`src/include/quad_dac_pkg.sv`:
```
// constants shared by the serial front end and the converter core
// assumes a single 10 MHz system clock sampling every pin
package quad_dac_pkg;
   // serial frame layout: read flag, channel/register address, data
   localparam int FRAME_BITS = 24;
   localparam int RW_BIT = 23;
   localparam int ADDR_HI = 19;
   localparam int ADDR_LO = 16;
   localparam int DATA_W = 16;
   localparam int ADDR_W = 4;
   localparam int CNT_W = 5;
   localparam logic [CNT_W-1:0] CNT_FULL = 5'h18;
   localparam logic [CNT_W-1:0] CNT_OVER = 5'h19;
   // channels and group membership
   localparam int NUM_CH = 4;
   localparam int GROUP_A_CH = 2;
   localparam int GPIO_W = 2;
   // address map of the frame address field
   localparam logic [ADDR_W-1:0] ADDR_CH_BASE = 4'h0;
   localparam logic [ADDR_W-1:0] ADDR_GAIN_BASE = 4'h4;
   localparam logic [ADDR_W-1:0] ADDR_ZERO_BASE = 4'h8;
   localparam logic [ADDR_W-1:0] ADDR_GPIO = 4'hC;
   // reset values
   localparam logic [DATA_W-1:0] UNI_DEFAULT_CODE = 16'h0000;
   localparam logic [DATA_W-1:0] BIP_DEFAULT_CODE = 16'h0000;
   localparam logic [DATA_W-1:0] GAIN_TRIM_DEFAULT = 16'h0080;
   localparam logic [DATA_W-1:0] ZERO_TRIM_DEFAULT = 16'h0000;
   localparam logic [GPIO_W-1:0] GPIO_RELEASED = 2'h3;
   // flips two's complement into offset binary for the converter
   localparam logic [DATA_W-1:0] SIGN_FLIP = 16'h8000;
endpackage : quad_dac_pkg

```
`src/include/serial_frame_if.sv`:
```
// carries finished frames from the serial front end to the core
// and the reply word back for shifting out on the next frame
`timescale 1ns/1ps
interface serial_frame_if;
   import quad_dac_pkg::*;
   logic [FRAME_BITS-1:0] word;
   logic done;
   logic [FRAME_BITS-1:0] reply;
   logic load;
   modport front (output word, output done, input reply, input load);
   modport core (input word, input done, output reply, output load);
endinterface : serial_frame_if

```
`src/logic/serial_front.sv`:
```
// serial shift register with chip-select gating and serial output
// assumes cs_n, sclk and sdi are asynchronous pins, sclk far below clk
`timescale 1ns/1ps
module serial_front (
   // clock and reset
   input wire logic clk,
   input wire logic rst_n,
   // serial pins
   input wire logic cs_n,
   input wire logic sclk,
   input wire logic sdi,
   output logic sdo,
   output logic sdo_oe,
   // frames to the core
   serial_frame_if.front link
);
   import quad_dac_pkg::*;

   logic [1:0] cs_sy;
   logic [1:0] sclk_sy;
   logic [1:0] sdi_sy;
   logic sclk_d;
   logic cs_d;
   logic fall;
   logic frame_end;
   logic active;
   logic [FRAME_BITS-1:0] shift_reg;
   logic [CNT_W-1:0] cnt_reg;

   ////////////////////////////////////////////////////////////////////
   // two-stage synchronisers, only stage two is read
   always_ff @(posedge clk or negedge rst_n) begin
      if (!rst_n) begin
         cs_sy <= 2'h3;
         sclk_sy <= 2'h0;
         sdi_sy <= 2'h0;
         sclk_d <= 1'b0;
         cs_d <= 1'b1;
      end else begin
         cs_sy <= {cs_sy[0], cs_n};
         sclk_sy <= {sclk_sy[0], sclk};
         sdi_sy <= {sdi_sy[0], sdi};
         sclk_d <= sclk_sy[1];
         cs_d <= cs_sy[1];
      end
   end

   assign fall = sclk_d & ~sclk_sy[1];
   assign active = ~cs_sy[1];
   assign frame_end = ~cs_d & cs_sy[1];

   ////////////////////////////////////////////////////////////////////
   // shift on falling sclk only while selected; reply reload wins
   always_ff @(posedge clk or negedge rst_n) begin
      if (!rst_n) begin
         shift_reg <= '0;
      end else if (link.load) begin
         shift_reg <= link.reply;
      end else if (active && fall) begin
         shift_reg <= {shift_reg[FRAME_BITS-2:0], sdi_sy[1]};
      end
   end

   // bit counter saturates so over-long frames are rejected
   always_ff @(posedge clk or negedge rst_n) begin
      if (!rst_n) begin
         cnt_reg <= '0;
      end else if (!active) begin
         cnt_reg <= '0;
      end else if (fall && cnt_reg != CNT_OVER) begin
         cnt_reg <= cnt_reg + 5'h01;
      end
   end

   // a frame counts only with exactly the full bit count
   always_ff @(posedge clk or negedge rst_n) begin
      if (!rst_n) begin
         link.done <= 1'b0;
         link.word <= '0;
      end else begin
         link.done <= frame_end && (cnt_reg == CNT_FULL);
         link.word <= shift_reg;
      end
   end

   // serial output released whenever chip select is high
   always_ff @(posedge clk or negedge rst_n) begin
      if (!rst_n) begin
         sdo <= 1'b0;
         sdo_oe <= 1'b0;
      end else begin
         sdo <= shift_reg[FRAME_BITS-1];
         sdo_oe <= active;
      end
   end
endmodule : serial_front

```
`src/logic/quad_dac_pins.sv`:
```
// pin-level control of a quad 16-bit converter: input registers,
// load latch, trim registers, pin reset, polarity and open-drain gpio
// assumes all pins are asynchronous to the 10 MHz clk
//
// Function
// - Serial bits are shifted in only while chip select is low.
// - The serial output is released while chip select is high.
// - A low load strobe makes the latch follow the input registers.
// - Converter levels update in the same cycle as the latch.
// - A low reset pin returns input registers and latches to default.
// - A low reset pin also restores gain and zero trim registers.
// - Each gpio is an input and an output that only pulls low.
// - Polarity select high makes channels 0 and 1 unipolar.
// - Codes are straight binary unipolar, two's complement bipolar.
`timescale 1ns/1ps
module quad_dac_pins (
   // clock and reset
   input wire logic clk,
   input wire logic rst_n,
   // serial bus
   input wire logic cs_n,
   input wire logic sclk,
   input wire logic sdi,
   output logic sdo,
   output logic sdo_oe,
   // control pins
   input wire logic latch_load_strobe_n,
   input wire logic reset_pin_n,
   input wire logic group_a_polarity_select,
   // open-drain general-purpose pins
   input wire logic [quad_dac_pkg::GPIO_W-1:0] gpio_in,
   output logic [quad_dac_pkg::GPIO_W-1:0] gpio_out,
   output logic [quad_dac_pkg::GPIO_W-1:0] gpio_oe,
   // converter side
   output logic [quad_dac_pkg::NUM_CH-1:0][quad_dac_pkg::DATA_W-1:0]
      dac_level,
   output logic group_a_unipolar
);
   import quad_dac_pkg::*;

   serial_frame_if link ();

   logic [1:0] strobe_sy;
   logic [1:0] rstpin_sy;
   logic [1:0] pol_sy;
   logic [GPIO_W-1:0] gpio_sy0;
   logic [GPIO_W-1:0] gpio_sy1;
   logic strobe_low;
   logic pin_reset;
   logic unipolar_a;
   logic wr;
   logic [ADDR_W-1:0] addr;
   logic [DATA_W-1:0] wdata;
   logic [NUM_CH-1:0][DATA_W-1:0] input_reg;
   logic [NUM_CH-1:0][DATA_W-1:0] latch_reg;
   logic [NUM_CH-1:0][DATA_W-1:0] gain_reg;
   logic [NUM_CH-1:0][DATA_W-1:0] zero_reg;
   logic [GPIO_W-1:0] gpio_release_reg;
   logic [DATA_W-1:0] rdata;

   ////////////////////////////////////////////////////////////////////
   // address decode helpers, used by the writes and the read mux

   // true when addr falls in the group of NUM_CH starting at base
   function automatic logic in_group(input logic [ADDR_W-1:0] a,
                                     input logic [ADDR_W-1:0] base);
      logic [ADDR_W-1:0] off;
      off = a - base;
      in_group = (a >= base) && (off < ADDR_W'(NUM_CH));
   endfunction : in_group

   // channel index inside a group
   function automatic logic [1:0] ch_of(input logic [ADDR_W-1:0] a,
                                        input logic [ADDR_W-1:0] base);
      logic [ADDR_W-1:0] off;
      off = a - base;
      ch_of = off[1:0];
   endfunction : ch_of

   // default code per channel depends on its polarity mode
   function automatic logic [DATA_W-1:0] default_code(input logic uni);
      default_code = uni ? UNI_DEFAULT_CODE : BIP_DEFAULT_CODE;
   endfunction : default_code

   ////////////////////////////////////////////////////////////////////
   // serial front end
   serial_front front (
      .clk(clk),
      .rst_n(rst_n),
      .cs_n(cs_n),
      .sclk(sclk),
      .sdi(sdi),
      .sdo(sdo),
      .sdo_oe(sdo_oe),
      .link(link)
   );

   ////////////////////////////////////////////////////////////////////
   // pin synchronisers; second stage is the only one logic reads
   always_ff @(posedge clk or negedge rst_n) begin
      if (!rst_n) begin
         strobe_sy <= 2'h3;
         rstpin_sy <= 2'h3;
         pol_sy <= 2'h3;
         gpio_sy0 <= GPIO_RELEASED;
         gpio_sy1 <= GPIO_RELEASED;
      end else begin
         strobe_sy <= {strobe_sy[0], latch_load_strobe_n};
         rstpin_sy <= {rstpin_sy[0], reset_pin_n};
         pol_sy <= {pol_sy[0], group_a_polarity_select};
         gpio_sy0 <= gpio_in;
         gpio_sy1 <= gpio_sy0;
      end
   end

   assign strobe_low = ~strobe_sy[1];
   assign pin_reset = ~rstpin_sy[1];
   assign unipolar_a = pol_sy[1];

   // frame fields
   assign wr = link.done && !link.word[RW_BIT];
   assign addr = link.word[ADDR_HI:ADDR_LO];
   assign wdata = link.word[DATA_W-1:0];

   ////////////////////////////////////////////////////////////////////
   // per-channel registers, latch and converter level
   generate
      for (genvar c = 0; c < NUM_CH; c++) begin : g_ch
         // group A follows the polarity pin, group B stays straight
         logic uni;
         logic [DATA_W-1:0] latch_next;
         assign uni = (c < GROUP_A_CH) ? unipolar_a : 1'b1;

         // input data register, restored by the reset pin
         always_ff @(posedge clk or negedge rst_n) begin
            if (!rst_n) begin
               input_reg[c] <= UNI_DEFAULT_CODE;
            end else if (pin_reset) begin
               input_reg[c] <= default_code(uni);
            end else if (wr && in_group(addr, ADDR_CH_BASE) &&
                         ch_of(addr, ADDR_CH_BASE) == 2'(c)) begin
               input_reg[c] <= wdata;
            end
         end

         // transparent while the strobe is low, held when high
         always_comb begin
            if (pin_reset) begin
               latch_next = default_code(uni);
            end else if (strobe_low) begin
               latch_next = input_reg[c];
            end else begin
               latch_next = latch_reg[c];
            end
         end

         // latch and level load together so channels move as one
         always_ff @(posedge clk or negedge rst_n) begin
            if (!rst_n) begin
               latch_reg[c] <= UNI_DEFAULT_CODE;
               dac_level[c] <= UNI_DEFAULT_CODE;
            end else begin
               latch_reg[c] <= latch_next;
               // bipolar codes become offset binary for the ladder
               dac_level[c] <= uni ? latch_next
                                   : (latch_next ^ SIGN_FLIP);
            end
         end

         // trim registers, only restored by reset, never cleared else
         always_ff @(posedge clk or negedge rst_n) begin
            if (!rst_n) begin
               gain_reg[c] <= GAIN_TRIM_DEFAULT;
               zero_reg[c] <= ZERO_TRIM_DEFAULT;
            end else if (pin_reset) begin
               gain_reg[c] <= GAIN_TRIM_DEFAULT;
               zero_reg[c] <= ZERO_TRIM_DEFAULT;
            end else if (wr) begin
               if (in_group(addr, ADDR_GAIN_BASE) &&
                   ch_of(addr, ADDR_GAIN_BASE) == 2'(c)) begin
                  gain_reg[c] <= wdata;
               end
               if (in_group(addr, ADDR_ZERO_BASE) &&
                   ch_of(addr, ADDR_ZERO_BASE) == 2'(c)) begin
                  zero_reg[c] <= wdata;
               end
            end
         end
      end
   endgenerate

   ////////////////////////////////////////////////////////////////////
   // gpio: a zero bit pulls the pin low, a one releases it
   always_ff @(posedge clk or negedge rst_n) begin
      if (!rst_n) begin
         gpio_release_reg <= GPIO_RELEASED;
      end else if (pin_reset) begin
         gpio_release_reg <= GPIO_RELEASED;
      end else if (wr && addr == ADDR_GPIO) begin
         gpio_release_reg <= wdata[GPIO_W-1:0];
      end
   end

   // never drive high; the board pull-up makes the high level
   assign gpio_out = '0;
   assign gpio_oe = ~gpio_release_reg;

   ////////////////////////////////////////////////////////////////////
   // read mux; gpio reads the pin itself, so a pulled-low pin reads 0
   // even if released, which lets software spot a shorted line
   always_comb begin
      rdata = '0;
      if (in_group(addr, ADDR_CH_BASE)) begin
         rdata = input_reg[ch_of(addr, ADDR_CH_BASE)];
      end else if (in_group(addr, ADDR_GAIN_BASE)) begin
         rdata = gain_reg[ch_of(addr, ADDR_GAIN_BASE)];
      end else if (in_group(addr, ADDR_ZERO_BASE)) begin
         rdata = zero_reg[ch_of(addr, ADDR_ZERO_BASE)];
      end else if (addr == ADDR_GPIO) begin
         rdata[GPIO_W-1:0] = gpio_sy1;
      end
   end

   // reply is shifted out during the following frame
   always_ff @(posedge clk or negedge rst_n) begin
      if (!rst_n) begin
         link.reply <= '0;
         link.load <= 1'b0;
      end else begin
         link.load <= link.done && link.word[RW_BIT];
         link.reply <= {link.word[FRAME_BITS-1:DATA_W], rdata};
      end
   end

   // polarity state made visible to the analog side
   always_ff @(posedge clk or negedge rst_n) begin
      if (!rst_n) begin
         group_a_unipolar <= 1'b1;
      end else begin
         group_a_unipolar <= unipolar_a;
      end
   end
endmodule : quad_dac_pins

```
`config.mk`:
```
export PLATFORM = sky130hd
export DESIGN_NAME = quad_dac_pins
export DESIGN_NICKNAME = d
export VERILOG_FILES = /design/src/include/quad_dac_pkg.sv /design/src/include/serial_frame_if.sv /design/src/logic/serial_front.sv /design/src/logic/quad_dac_pins.sv
export SDC_FILE = /design/constraint.sdc
export NUM_CORES = 1
export LEC_CHECK = 0
export ABC_AREA = 1
export BUFFER_PORTS_ARGS = -buffer_cell sky130_fd_sc_hd__buf_4
export CAP_MARGIN = 30
export CORE_ASPECT_RATIO = 0.7
export CORE_MARGIN = 1.5
export CORE_UTILIZATION = 45
export DETAILED_ROUTE_END_ITERATION = 8
export PLACE_DENSITY = 0.74
export RECOVER_POWER = 100
export SLEW_MARGIN = 20
export SYNTH_ARGS = -nofsm -noshare
export SYNTH_HDL_FRONTEND = slang
export SYNTH_HIERARCHICAL = 1
export SYNTH_SLANG_ARGS = --single-unit
export TNS_END_PERCENT = 10
```
`constraint.sdc`:
```
create_clock -name clk -period 1.6 [get_ports clk]
set_input_delay 0.32 -clock clk [delete_from_list [all_inputs] [get_ports clk]]
set_output_delay 0.32 -clock clk [all_outputs]
set_load 0.01 [all_outputs]
```
## Word-level counts from Yosys, hierarchy flattened

Index checks and enable logic that the tools add are counted.

| operators by class | value |
|---|---|
| mux-type cells | 59 |
| reduce and logical (&&, ||, !) cells | 36 |
| bitwise operators | 8 |
| add/subtract/negate cells | 3 |
| equality and inequality tests | 27 |
| magnitude comparators | 9 |

Operator list:

| operator | count |
|---|---|
| $mux 16 | 47 |
| $bmux 16 s2 | 3 |
| $mux 24 | 2 |
| $ne 2x1->1 const B | 14 |
| $logic_and 1x1->1 | 22 |
| $reduce_and 2->1 | 8 |
| $mux 14 | 1 |
| $eq 2x2->1 const B | 6 |
| $lt 4x3->1 const B | 3 |
| $mux 5 | 2 |
| $lt 2x3->1 const B | 3 |
| $mux 2 | 4 |
| $eq 2x1->1 const B | 3 |
| $logic_not 2->1 | 3 |
| $add 5x1->5 const B | 1 |
| $eq 5x5->1 const B | 1 |
| $ne 5x5->1 const B | 1 |
| $not 1->1 | 5 |
| $eq 4x4->1 const B | 1 |
| $ge 4x1->1 const B | 1 |
| $ge 4x3->1 const B | 1 |
| $ge 4x4->1 const B | 1 |
| $reduce_bool 2->1 | 2 |
| $sub 4x3->4 const B | 1 |
| other kinds (5) | 6 |

| storage, ports and cells | value |
|---|---|
| input bits | 10 |
| flip-flop bits (word level) | 390 |
| word-level logic and storage cells | 180 |

## Longest topological paths before layout

Gate-level depths: netlist (run 1).

| depth | value |
|---|---|
| word-level depth | 7 |
| gate-level depth with buffers | 11 |
| depth with buffers taken out | 9 |

## Modules after synthesis

The synthesis (run 1) kept the hierarchy.

Modules (own cells, without submodules):

| module | area an instance (um^2) | times used | sequential area each (um^2) | cells an instance |
|---|---|---|---|---|
| quad_dac_pins | 13,200.2 | 1 | 7,428.4 | 1,586 |
| serial_front | 2,353.5 | 1 | 1,580.3 | 220 |

## Worst setup path after synthesis (run 1)

Ideal clock, no wire load.

| timing | value |
|---|---|
| kind | reg2reg |
| from | reg front.link.word[23] |
| to | reg gain_reg[50] (netlist bit) |
| data required time | 1.474 ns |
| arrival | 1.374 ns |
| path slack | 0.099 ns |
| cell stages (with the launch flop) | 7 |
| cell sequence | dfrtp_1 -> buf_4 -> nor2_1 -> nand2_1 -> o21ai_4 -> buf_6 -> o21ai_0 |

| between the ends | value |
|---|---|
| cells in the longest elaborated chain, start to end | 4 |

Ends and longest elaborated chain:

| item | line | RTL |
|---|---|---|
| start: declaration | serial_frame_if.sv:10 | `modport front (output word, output done, input reply, input load);` |
| start signal: assignment | serial_front.sv:82 | `link.word <= shift_reg;` |
| $logic_not 1->1 | quad_dac_pins.sv:121 | `assign wr = link.done && !link.word[RW_BIT];` |
| $logic_and 1x1->1 | quad_dac_pins.sv:121 |  |
| $ne 2x1->1 (no source line) | - |  |
| $reduce_and 2->1 (no source line) | - |  |
| end signal: indexed assignment | quad_dac_pins.sv:181 | `gain_reg[c] <= wdata;` |
| end: declaration | quad_dac_pins.sv:56 | `logic [NUM_CH-1:0][DATA_W-1:0] gain_reg;` |

No other way between the ends.
A chain may end at the register's enable or synchronous reset.

## Worst setup path in the final report (run 1)

| timing | value |
|---|---|
| from | reg front.link.word[16] |
| to | reg link.reply[9] |

| between the ends | value |
|---|---|
| cells in the longest elaborated chain, start to end | 6 |
| elaborated cells on any way between the ends | 20 |
| classes of those cells | add/sub (2); order compare (6); mux (9); reduce/logical (3) |

Ends and longest elaborated chain:

| item | line | RTL |
|---|---|---|
| $sub 4x4->4 | quad_dac_pins.sv:76 | `off = a - base;` |
| $lt 4x3->1 or $bmux 16 s2 (tied branches) | quad_dac_pins.sv:69, quad_dac_pins.sv:218 |  |
| $logic_and 1x1->1 or $mux 16 (tied branches) | quad_dac_pins.sv:69, quad_dac_pins.sv:218 |  |
| $mux 14 | quad_dac_pins.sv:217 | `end else if (in_group(addr, ADDR_ZERO_BASE)) begin` |
| $mux 16 | quad_dac_pins.sv:215 | `end else if (in_group(addr, ADDR_GAIN_BASE)) begin` |
| $mux 16 * | quad_dac_pins.sv:213 | `if (in_group(addr, ADDR_CH_BASE)) begin` |
| net rdata[9] | quad_dac_pins.sv:59 | `logic [DATA_W-1:0] rdata;` |
| end signal: assignment | quad_dac_pins.sv:231 | `link.reply <= {link.word[FRAME_BITS-1:DATA_W], rdata};` |
| end: declaration | serial_frame_if.sv:8 | `logic [FRAME_BITS-1:0] reply;` |

The timed path passes the listed nets; every way through them passes the cells marked *. The select of a mux whose other input is x is not followed.

==> results of run 1 <==
-- worst max-delay path by stage --
stage | depth (start not counted) | startpoint | endpoint | slack, ns
after floorplan | 6 | front/link.word[23]$_DFF_PN0_ | gain_reg[50]$_DFFE_PN0P_ | 0.1
after global placement | 7 | front/link.word[16]$_DFF_PN0_ | zero_reg[6]$_DFFE_PN0P_ | -0.05
after detailed placement | 7 | front/link.word[16]$_DFF_PN0_ | zero_reg[3]$_DFFE_PN0P_ | -0.11
after CTS | 9 | front/link.word[17]$_DFF_PN0_ | zero_reg[17]$_DFFE_PN0P_ | -0.04
after global routing | 7 | front/link.word[16]$_DFF_PN0_ | input_reg[10]$_DFFE_PN0P_ | -0.1
final | 9 | front/link.word[16]$_DFF_PN0_ | link.reply[9]$_DFF_PN0_ | -0.05
-- power by group --
group | switching [mW] | internal, mW
combinational | 1.09 | 0.557
sequential | 0.250 | 9.57
clock | 3.65 | 5.09
total | 4.99 | 15.2
-- area by class of cell --
type	instances	area share, %
clock buffers	48	5.406
clock inverters	19	1.174
inverters	167	3.487
multi-input cells	1132	27.22
flip-flops and latches	359	48.86
well taps	464	3.147
repair buffers	192	10.70
-- cells in the final DEF (no fill, tap or decap), types with 3 or more instances in the layout --
cell             n
clkbuf_1        11
o21ai_4          7
dfstp_2         18
nand2_4          3
inv_2            9
bufinv_16        4
dfrtp_2          3
o21ai_1         17
nand2_2         12
nand4_1          7
nand3_2          4
clkinv_1         8
nor2_1         130
dlygate4sd3_1    9
clkbuf_4         6
buf_6            3
a21oi_2          3
clkinv_2         9
nand2_1        586
ha_1             3
o21ai_0        252
inv_4            3
nor2_4           4
nor2_2           6
a21oi_1         34
xor2_1           3
inv_1          145
buf_4          129
dfrtp_1        336
clkbuf_8         3
inv_6            4
clkbuf_16       38
nand3_1         53
buf_12          39
-- per-stage QoR --
step	power (mW)	setup WS (ns)	cell area [sq um]	TNS, ns	cells
floorplan	10.71	0.09930	15560	0	1807
global placement	11.49	-0.05456	17030	-1.045	2303
detailed placement	11.55	-0.1105	17030	-3.083	2303
CTS	20.28	-0.03700	18370	-0.3256	2379
global route	20.91	-0.09954	18450	-5.349	2381
finish	20.21	-0.04512	18450	-0.1997	2381
-- worst register-to-register path, stage by stage, from the launching register on --
cell	delay (ns)
dfrtp_2	0.49
inv_2	0.11
buf_12	0.17
nand2_1	0.12
buf_6	0.17
nor2_1	0.05
nor2_1	0.12
nand2_1	0.08
nand2_1	0.06
nand3_1	0.12
-- per-layer routing --
| metal | global-route usage, % | wire (um) | vias up |
|---|---|---|---|
| met4 | 6.168 | 904 | 0 |
| met1 | 38.60 | 19610 | 6090 |
| met3 | 5.961 | 4932 | 69 |
| li1 | - | - | 5756 |
| met2 | 35.61 | 18320 | 648 |
| met5 | 0 | 0 | - |
-- kinds of logic (layout without fill, tap and decap cells) --
family,after synthesis,in the layout,share of synthesized area [%]
AOI/OAI and AO/OA,316,316,10.72
xor gates and xnor gates,3,3,0.1690
adders and majority gates,3,3,0.2414
buffers and inverters,316,426,10.16
DFF,359,359,57.92
other,1,2,0.02411
and+or+nand+nor,808,808,20.76
-- what timing repair did --
action / in CTS / in global routing
pin swaps: 1 / 3
hold endpoints to repair: 31 / 0
resized for setup: 9 / 18
setup endpoints to repair: 94 / 205
setup buffers: 0 / 1
hold buffers: 9 / 0
gates cloned: 0 / 1
==> impl_metrics.toml, run 1 <==
[synth]
yosysTopAreaCellShare_pct = 54.54
ys_ff_latch = 359
synth_edf_count = 0
ys_top_cells_by_area = "dfrtp_1 55%, nand2_1 14%, o21ai_0 8.1%"
yosysTopAreaCell = "dfrtp_1"
synthTopCellsByCount = "590 x nand2_1, 339 x dfrtp_1, 253 x o21ai_0"
yosys_warnings = 6
synth_cells = 1806
synth-seq-area-share_pct = 57.92
synth.distinct_cells = 34
synth_top_flop_cell = "dfrtp_1"
async_reset_ff_share_pct = 100.0
yosysMostFrequentCell = "nand2_1"
netlist_area_sq_mm = 0.01555
syn_area_per_cell_sq_um = 8.612

[sta]
maxSlewHeadroom_pct = 54.62
layout_setup_ws_ns = -0.04512
hold_ws_ns = 0.2826
grt_setup_unrepaired = "yes"
max_slew.worst_pin.slew_ns = 0.6807
fmax_mhz = 607.9
hold_viol_final = 0
setup_viol = 11
min_period_ns = 1.645
fin_skew_ns = 0.02628
finalMaxSlewViolations = 0
period_share_pct = 102.8

[final_layout]
multi_input_area_sq_mm = 0.005021
layout.nets = 1902
final_util_pct = 54.62
nFillCells = 2990
syn_to_final_growth_pct = 18.59
drive_gt1_share_pct = 16.59
antenna_cells = 0
regArea_sq_mm = 0.009012

[hold_path]
hold_path.class = "primary input to async pin"

[critical_path]
critical_path_buf_inv_count = 3
cpMostUsedCell = "nand2_1"
crit_chain = "inv_2 > buf_12 > nand2_1 > buf_6 > nor2_1 > nor2_1 > nand2_1 > nand2_1 > nand3_1"
regToRegSetupSlack_ns = -0.05
reg2reg_depth = 9
timing.rr.start = "front/link.word[16]$_DFF_PN0_"
critPathLaunchType = "flip-flop"
arrival_ns = 2.03
critPathTopFamily = "simple AND/OR/NAND/NOR gates"
critical_path_class = "flip-flop to flip-flop"
path_max_fanout = 24
required_ns = 1.98
end_kind = "flip-flop"
r2r-end = "link.reply[9]$_DFF_PN0_"
critPathSlowestCell = "dfrtp_2"
max_stage_delay_ns = 0.49

[route]
viasPerCell = 5.276
drt-initial-drc-count = 1615
ant_nets = 0
drt-total-wl_um = 43770
dr.pass1.iters = 6
routedWlPerCell_um = 18.38
num_vias = 12563
drc_errors = 0

[floorplan]
die_x_um = 225.2
start_util_pct = 46.05
die-height_um = 158.5
top_level_ports = 81
rows = 56
core_sq_mm = 0.03377
dieArea_sq_mm = 0.03571

[run_status]
run_status = "complete, but fails checks"
violations = "setup timing"

[global_route]
antenna_found_initial = 1
grt_pass1_wl_um = 68210
grt_pass1_vias = 11704
grt-ovfl-total = 0
grt_max_degree = 50
grt_usage_pct = 25.18

[power]
leakage_nw = 8.866
p_per_area_mw_per_mm2 = 1095
max-vdd-ir-drop_mv = 0.7534

[placed_design]
dp_hpwl_um = 30980
gp_congestion = 0.9593
io_buffers = 78

[clocking]
clk_pin_slew_worst_paths_ns = 0.06
cts_buffers = 37
clk_latency_ns = 0.54
cts_tree = "done"
cts.sinks = 359
ctsRootBufferMaster = "clkbuf_16"
htree_levels = 2
clk_path_buf_depth = 3

[flow_run]
drv_cap = 0
(Power assumes the default switching activity.)
==> run 2: changes to the inputs <==
--- a/config.mk
+++ b/config.mk
@@ -12,11 +12,10 @@
 export CORE_MARGIN = 1.5
 export CORE_UTILIZATION = 45
 export DETAILED_ROUTE_END_ITERATION = 8
-export PLACE_DENSITY = 0.74
+export PLACE_DENSITY = 0.68
 export RECOVER_POWER = 100
 export SLEW_MARGIN = 20
 export SYNTH_ARGS = -nofsm -noshare
 export SYNTH_HDL_FRONTEND = slang
-export SYNTH_HIERARCHICAL = 1
 export SYNTH_SLANG_ARGS = --single-unit
 export TNS_END_PERCENT = 10
==> impl_metrics.toml, run 2 <==
[clocking]
cts.sinks = 359
cts_buffers = 36
htree_levels = 2
clk_path_buf_depth = 3
ctsRootBufferMaster = "clkbuf_16"
clk_latency_ns = 0.54
clk_pin_slew_worst_paths_ns = 0.06
cts_tree = "done"

[sta]
fin_skew_ns = 0.03017
max_slew.worst_pin.slew_ns = 0.8367
maxSlewHeadroom_pct = 44.22
fmax_mhz = 579.5
setup_viol = 50
layout_setup_ws_ns = -0.1256
min_period_ns = 1.726
grt_setup_unrepaired = "yes"
finalMaxSlewViolations = 0
period_share_pct = 107.8
hold_viol_final = 0
setup_tns_ns = -2.267

[route]
num_vias = 12221
ant_nets = 0
drc_errors = 0
drt-initial-drc-count = 1304
routedWlPerCell_um = 19.51
dr.pass1.iters = 6
viasPerCell = 5.355
drt-total-wl_um = 44520

[placed_design]
io_buffers = 78
gp_congestion = 0.9243
post-place-ws_ns = -0.1206
placed_cell_area_sq_mm = 0.01660
dp_hpwl_um = 28710
dp_cells = 2179

[synth]
synth_edf_count = 0
yosysMostFrequentCell = "nand2_1"
yosysTopAreaCell = "dfrtp_1"
yosys_warnings = 0
ys_top_cells_by_area = "dfrtp_1 56%, nand2_1 12%, o21ai_0 8.1%"
synth_top_flop_cell = "dfrtp_1"
yosysTopAreaCellShare_pct = 55.97
synth.distinct_cells = 29
synthTopCellsByCount = "499 x nand2_1, 339 x dfrtp_1, 245 x o21ai_0"
syn_area_per_cell_sq_um = 8.848
synth_cells = 1713
netlist_area_sq_mm = 0.01516
async_reset_ff_share_pct = 100.0
synth-seq-area-share_pct = 59.44
ys_ff_latch = 359

[run_status]
violations = "setup timing"
run_status = "complete, but fails checks"

[critical_path]
end_kind = "flip-flop"
arrival_ns = 2.19
regToRegSetupSlack_ns = -0.13
critPathLaunchType = "flip-flop"
required_ns = 2.06
critical_path_class = "flip-flop to flip-flop"
path_max_fanout = 8

[global_route]
grt_usage_pct = 25.03
antenna_found_initial = 0
grt-ovfl-total = 0
grt_pass1_vias = 11541
grt_pass1_wl_um = 66990
grt_max_degree = 76

[floorplan]
die_x_um = 222.4
dieArea_sq_mm = 0.03481
core_sq_mm = 0.03335
rows = 56
die-height_um = 156.5
top_level_ports = 81
start_util_pct = 45.44

[final_layout]
antenna_cells = 0
final_common_cell = "nand2_1"
drive_gt1_share_pct = 19.87
syn_to_final_growth_pct = 22.79
mostFrequentLayoutCells = "478 x nand2_1, 336 x dfrtp_1, 223 x o21ai_0"
nFillCells = 2900
finalInstanceArea_sq_mm = 0.01861
layout.nets = 1834
stdcell_count = 2282

[power]
max-vdd-ir-drop_mv = 0.7492
finalPower_mw = 20.69
leakage_nw = 8.886
p_per_area_mw_per_mm2 = 1112

[flow_run]
drv_cap = 0

[hold_path]
hold_path.class = "flip-flop to flip-flop"
-- run 2: power by group --
part / switching, mW / leakage [nW] / total [mW] / internal [mW]
logic: 1.29 / 3.43 / 2.02 / 0.734
registers: 0.324 / 4.85 / 10.0 / 9.68
clock network: 3.53 / 0.602 / 8.67 / 5.14
total: 5.14 / 8.89 / 20.7 / 15.6
-- run 2: worst max-delay path: stages (launching register included) --
cell	delay, ns
dfstp_2	0.66
clkinvlp_4	0.19
buf_6	0.15
a21oi_4	0.21
buf_6	0.17
buf_16	0.15
nand2_2	0.07
o21ai_2	0.07
-- run 2: cell families (layout without fill, tap and decap cells) --
family	Yosys count	count (layout)	share of synthesized area [%]
simple gates	726	726	19.47
flops	359	359	59.44
compound gates	318	318	10.98
buf+inv	301	434	9.543
xor+xnor	5	5	0.2889
fa+ha+maj	3	3	0.2477
other cells	1	2	0.02474
-- run 2: worst paths after layout --
kind / end / startpoint / depth (start not counted)
hold / removal: link.reply[20]$_DFF_PN0_ / front.link.word[20]$_DFF_PN0_ / 0
min in group asynchronous: link.reply[15]$_DFF_PN0_ / rst_n / 2
hold reg to reg: link.reply[20]$_DFF_PN0_ / front.link.word[20]$_DFF_PN0_ / 0
setup reg to reg: zero_reg[55]$_DFFE_PN0P_ / rstpin_sy[1]$_DFF_PN1_ / 7
max in group asynchronous: gain_reg[54]$_DFFE_PN0P_ / rst_n / 3
setup / recovery: zero_reg[55]$_DFFE_PN0P_ / rstpin_sy[1]$_DFF_PN1_ / 7
-- run 2: area by class of cell --
class                           instances  area, sq um  area share (%)
Multi-Input combinational cell       1054         4946           26.58
Clock buffer                           57         1122           6.031
Timing Repair Buffer                  220         2311           12.42
Tap cell                              435        544.3           2.925
Clock inverter                          7        96.34          0.5177
Inverter                              150        576.8           3.100
Sequential cell                       359         9012           48.43
-- run 2: metrics by stage --
stage | hold slack [ns] | utilization (%)
after global routing | 0.3620 | 55.80
after global placement | 0.1964 | 49.78
after detailed placement | 0.1960 | 49.78
final | 0.3395 | 55.80
after CTS | 0.2273 | 54.23
after floorplan | 0.02441 | -
-- run 2: repair_timing --
action,in CTS,in global routing
pin swaps,2,9
endpoints found under the hold margin,151,0
hold buffers,9,0
gates cloned,2,9
resized for setup,27,90
setup endpoints to repair,128,131
setup buffers,4,18
-- run 2: per-layer routing --
metal	vias up	share of wire, %	track usage (%)
li1	5610	-	-
met3	77	12	7.191
met1	5960	45	37.62
met4	0	2.0	5.928
met5	-	0	0
met2	574	41	35.50
==> run 3: changes to the inputs <==
--- a/config.mk
+++ b/config.mk
@@ -18,4 +18,4 @@
 export SYNTH_ARGS = -nofsm -noshare
 export SYNTH_HDL_FRONTEND = slang
 export SYNTH_SLANG_ARGS = --single-unit
-export TNS_END_PERCENT = 10
+export TNS_END_PERCENT = 50
==> impl_metrics.toml, run 3 (synthesis gave the netlist of run 2 again) <==
[final_layout]
nFillCells = 2896
drive_gt1_share_pct = 20.69
final_common_cell = "nand2_1"
layout.nets = 1833
syn_to_final_growth_pct = 23.18
mostFrequentLayoutCells = "459 x nand2_1, 335 x dfrtp_1, 221 x o21ai_0"

[sta]
fmax_mhz = 612.4
hold_viol_final = 0
setup_viol = 13
layout_setup_ws_ns = -0.03290
finalMaxSlewViolations = 0
grt_setup_unrepaired = "yes"
min_period_ns = 1.633
max_slew.worst_pin.slew_ns = 0.7604
period_share_pct = 102.1
fin_skew_ns = 0.02771
setup_tns_ns = -0.1724
maxSlewHeadroom_pct = 49.30

[run_status]
violations = "setup timing"
run_status = "complete, but fails checks"

[hold_path]
hold_path.class = "flip-flop to flip-flop"

[floorplan]
die-height_um = 156.5
dieArea_sq_mm = 0.03481
top_level_ports = 81
die_x_um = 222.4
start_util_pct = 45.44
core_sq_mm = 0.03335
rows = 56

[power]
p_comb_share_pct = 9.9
leakage_nw = 8.941
swShare_pct = 24.90
internal_power_mw = 15.54
power.share.clock_pct = 41.8
max-vdd-ir-drop_mv = 0.7498
p_per_area_mw_per_mm2 = 1109
pwr-share-seq_pct = 48.3
power.switching_mw = 5.155

[global_route]
grt_max_degree = 76
grt_pass1_wl_um = 67360
grt-ovfl-total = 0
grt_usage_pct = 25.20
antenna_found_initial = 2
grt_pass1_vias = 11587

[clocking]
htree_levels = 2
clk_path_buf_depth = 3
cts_buffers = 36
clk_latency_ns = 0.54
cts_tree = "done"
ctsRootBufferMaster = "clkbuf_16"
cts.sinks = 359
clk_pin_slew_worst_paths_ns = 0.06

[placed_design]
post-place-ws_ns = -0.1206
gp_congestion = 0.9243
dp_hpwl_um = 28710
io_buffers = 78

[route]
viasPerCell = 5.418
dr.pass1.iters = 5
ant_nets = 0
drc_errors = 0
routedWlPerCell_um = 20.03
num_vias = 12364
drt-total-wl_um = 45710
drt-initial-drc-count = 1234

[critical_path]
critical_path_class = "flip-flop to flip-flop"
required_ns = 1.98
max_stage_delay_ns = 0.65
critPathLaunchType = "flip-flop"
crit_chain = "clkinvlp_4 > buf_4 > a21oi_4 > buf_12 > o21ai_0"
path_max_fanout = 20
critPathSlowestCell = "dfstp_2"
end_kind = "flip-flop"
arrival_ns = 2.01

[flow_run]
drv_cap = 0
==> run 3: layer usage <==
layer  share of wire, %  vias up  global-route usage [%]
met5                  0        -                       0
met4                2.0        0                   6.122
met3                 13       76                   8.205
met2                 41      608                   35.80
met1                 44     6066                   37.12
li1                   -     5614                       -
==> run 3: worst paths after layout <==
path	start	endpoint	slack [ns]	cells past startpoint
min in group asynchronous	rst_n	link.reply[3]$_DFF_PN0_	0.39	2
worst min register to register	front.link.word[20]$_DFF_PN0_	link.reply[20]$_DFF_PN0_	0.34	0
worst max register to register	rstpin_sy[1]$_DFF_PN1_	gain_reg[52]$_DFFE_PN0P_	-0.03	5
worst max-delay path	rstpin_sy[1]$_DFF_PN1_	gain_reg[52]$_DFFE_PN0P_	-0.03	5
max in group asynchronous	rst_n	gain_reg[40]$_DFFE_PN0P_	0.18	3
worst min-delay path	front.link.word[20]$_DFF_PN0_	link.reply[20]$_DFF_PN0_	0.34	0
==> run 3: per-stage QoR <==
stage / total power, mW / hold slack, ns / cells / utilization (%) / area [sq um]
after global placement: 11.89 / 0.1964 / 2179 / 49.78 / 16600
final: 20.70 / 0.3404 / 2282 / 55.98 / 18670
after detailed placement: 11.94 / 0.1960 / 2179 / 49.78 / 16600
after global routing: 21.43 / 0.3620 / 2281 / 55.97 / 18670
after CTS: 20.65 / 0.2273 / 2259 / 54.35 / 18130
after floorplan: 10.98 / 0.02441 / 1714 / - / 15160
==> run 3: layout make-up <==
class	count	area [sq um]	area share, %
Tap cell	435	544.3	2.915
Inverter	150	576.8	3.090
Multi-Input combinational cell	1054	5049	27.04
Antenna cell	1	2.502	0.01340
Sequential cell	359	9014	48.28
Clock buffer	57	1122	6.012
Timing Repair Buffer	219	2265	12.13
Clock inverter	7	96.34	0.5160
==> run 3: repair_timing <==
| action | in CTS | in global routing |
|---|---|---|
| endpoints found under the hold margin | 151 | 0 |
| endpoints found under the setup margin | 128 | 141 |
| hold buffers | 9 | 0 |
| resized for setup | 29 | 116 |
| buffers inserted | 4 | 16 |
| pin swaps | 1 | 9 |
| cloned | 3 | 10 |
==> run 3: worst max-delay path, delay by kind of cell (launching register included) <==
| kind | cells | cell delay, ns |
|---|---|---|
| flip-flops | 1 | 0.65 |
| buffers and inverters | 3 | 0.57 |
| AO/OA/AOI/OAI | 2 | 0.26 |
==> run 3: power groups by stage <==
stage / clock network (mW) / registers (mW) / logic (mW)
after detailed placement: 0 / 10.1 / 1.81
after global placement: 0 / 10.1 / 1.77
after floorplan: 0 / 10.0 / 0.943
final: 8.65 / 10.0 / 2.05
after CTS: 8.79 / 9.98 / 1.88
after global routing: 9.12 / 10.1 / 2.25
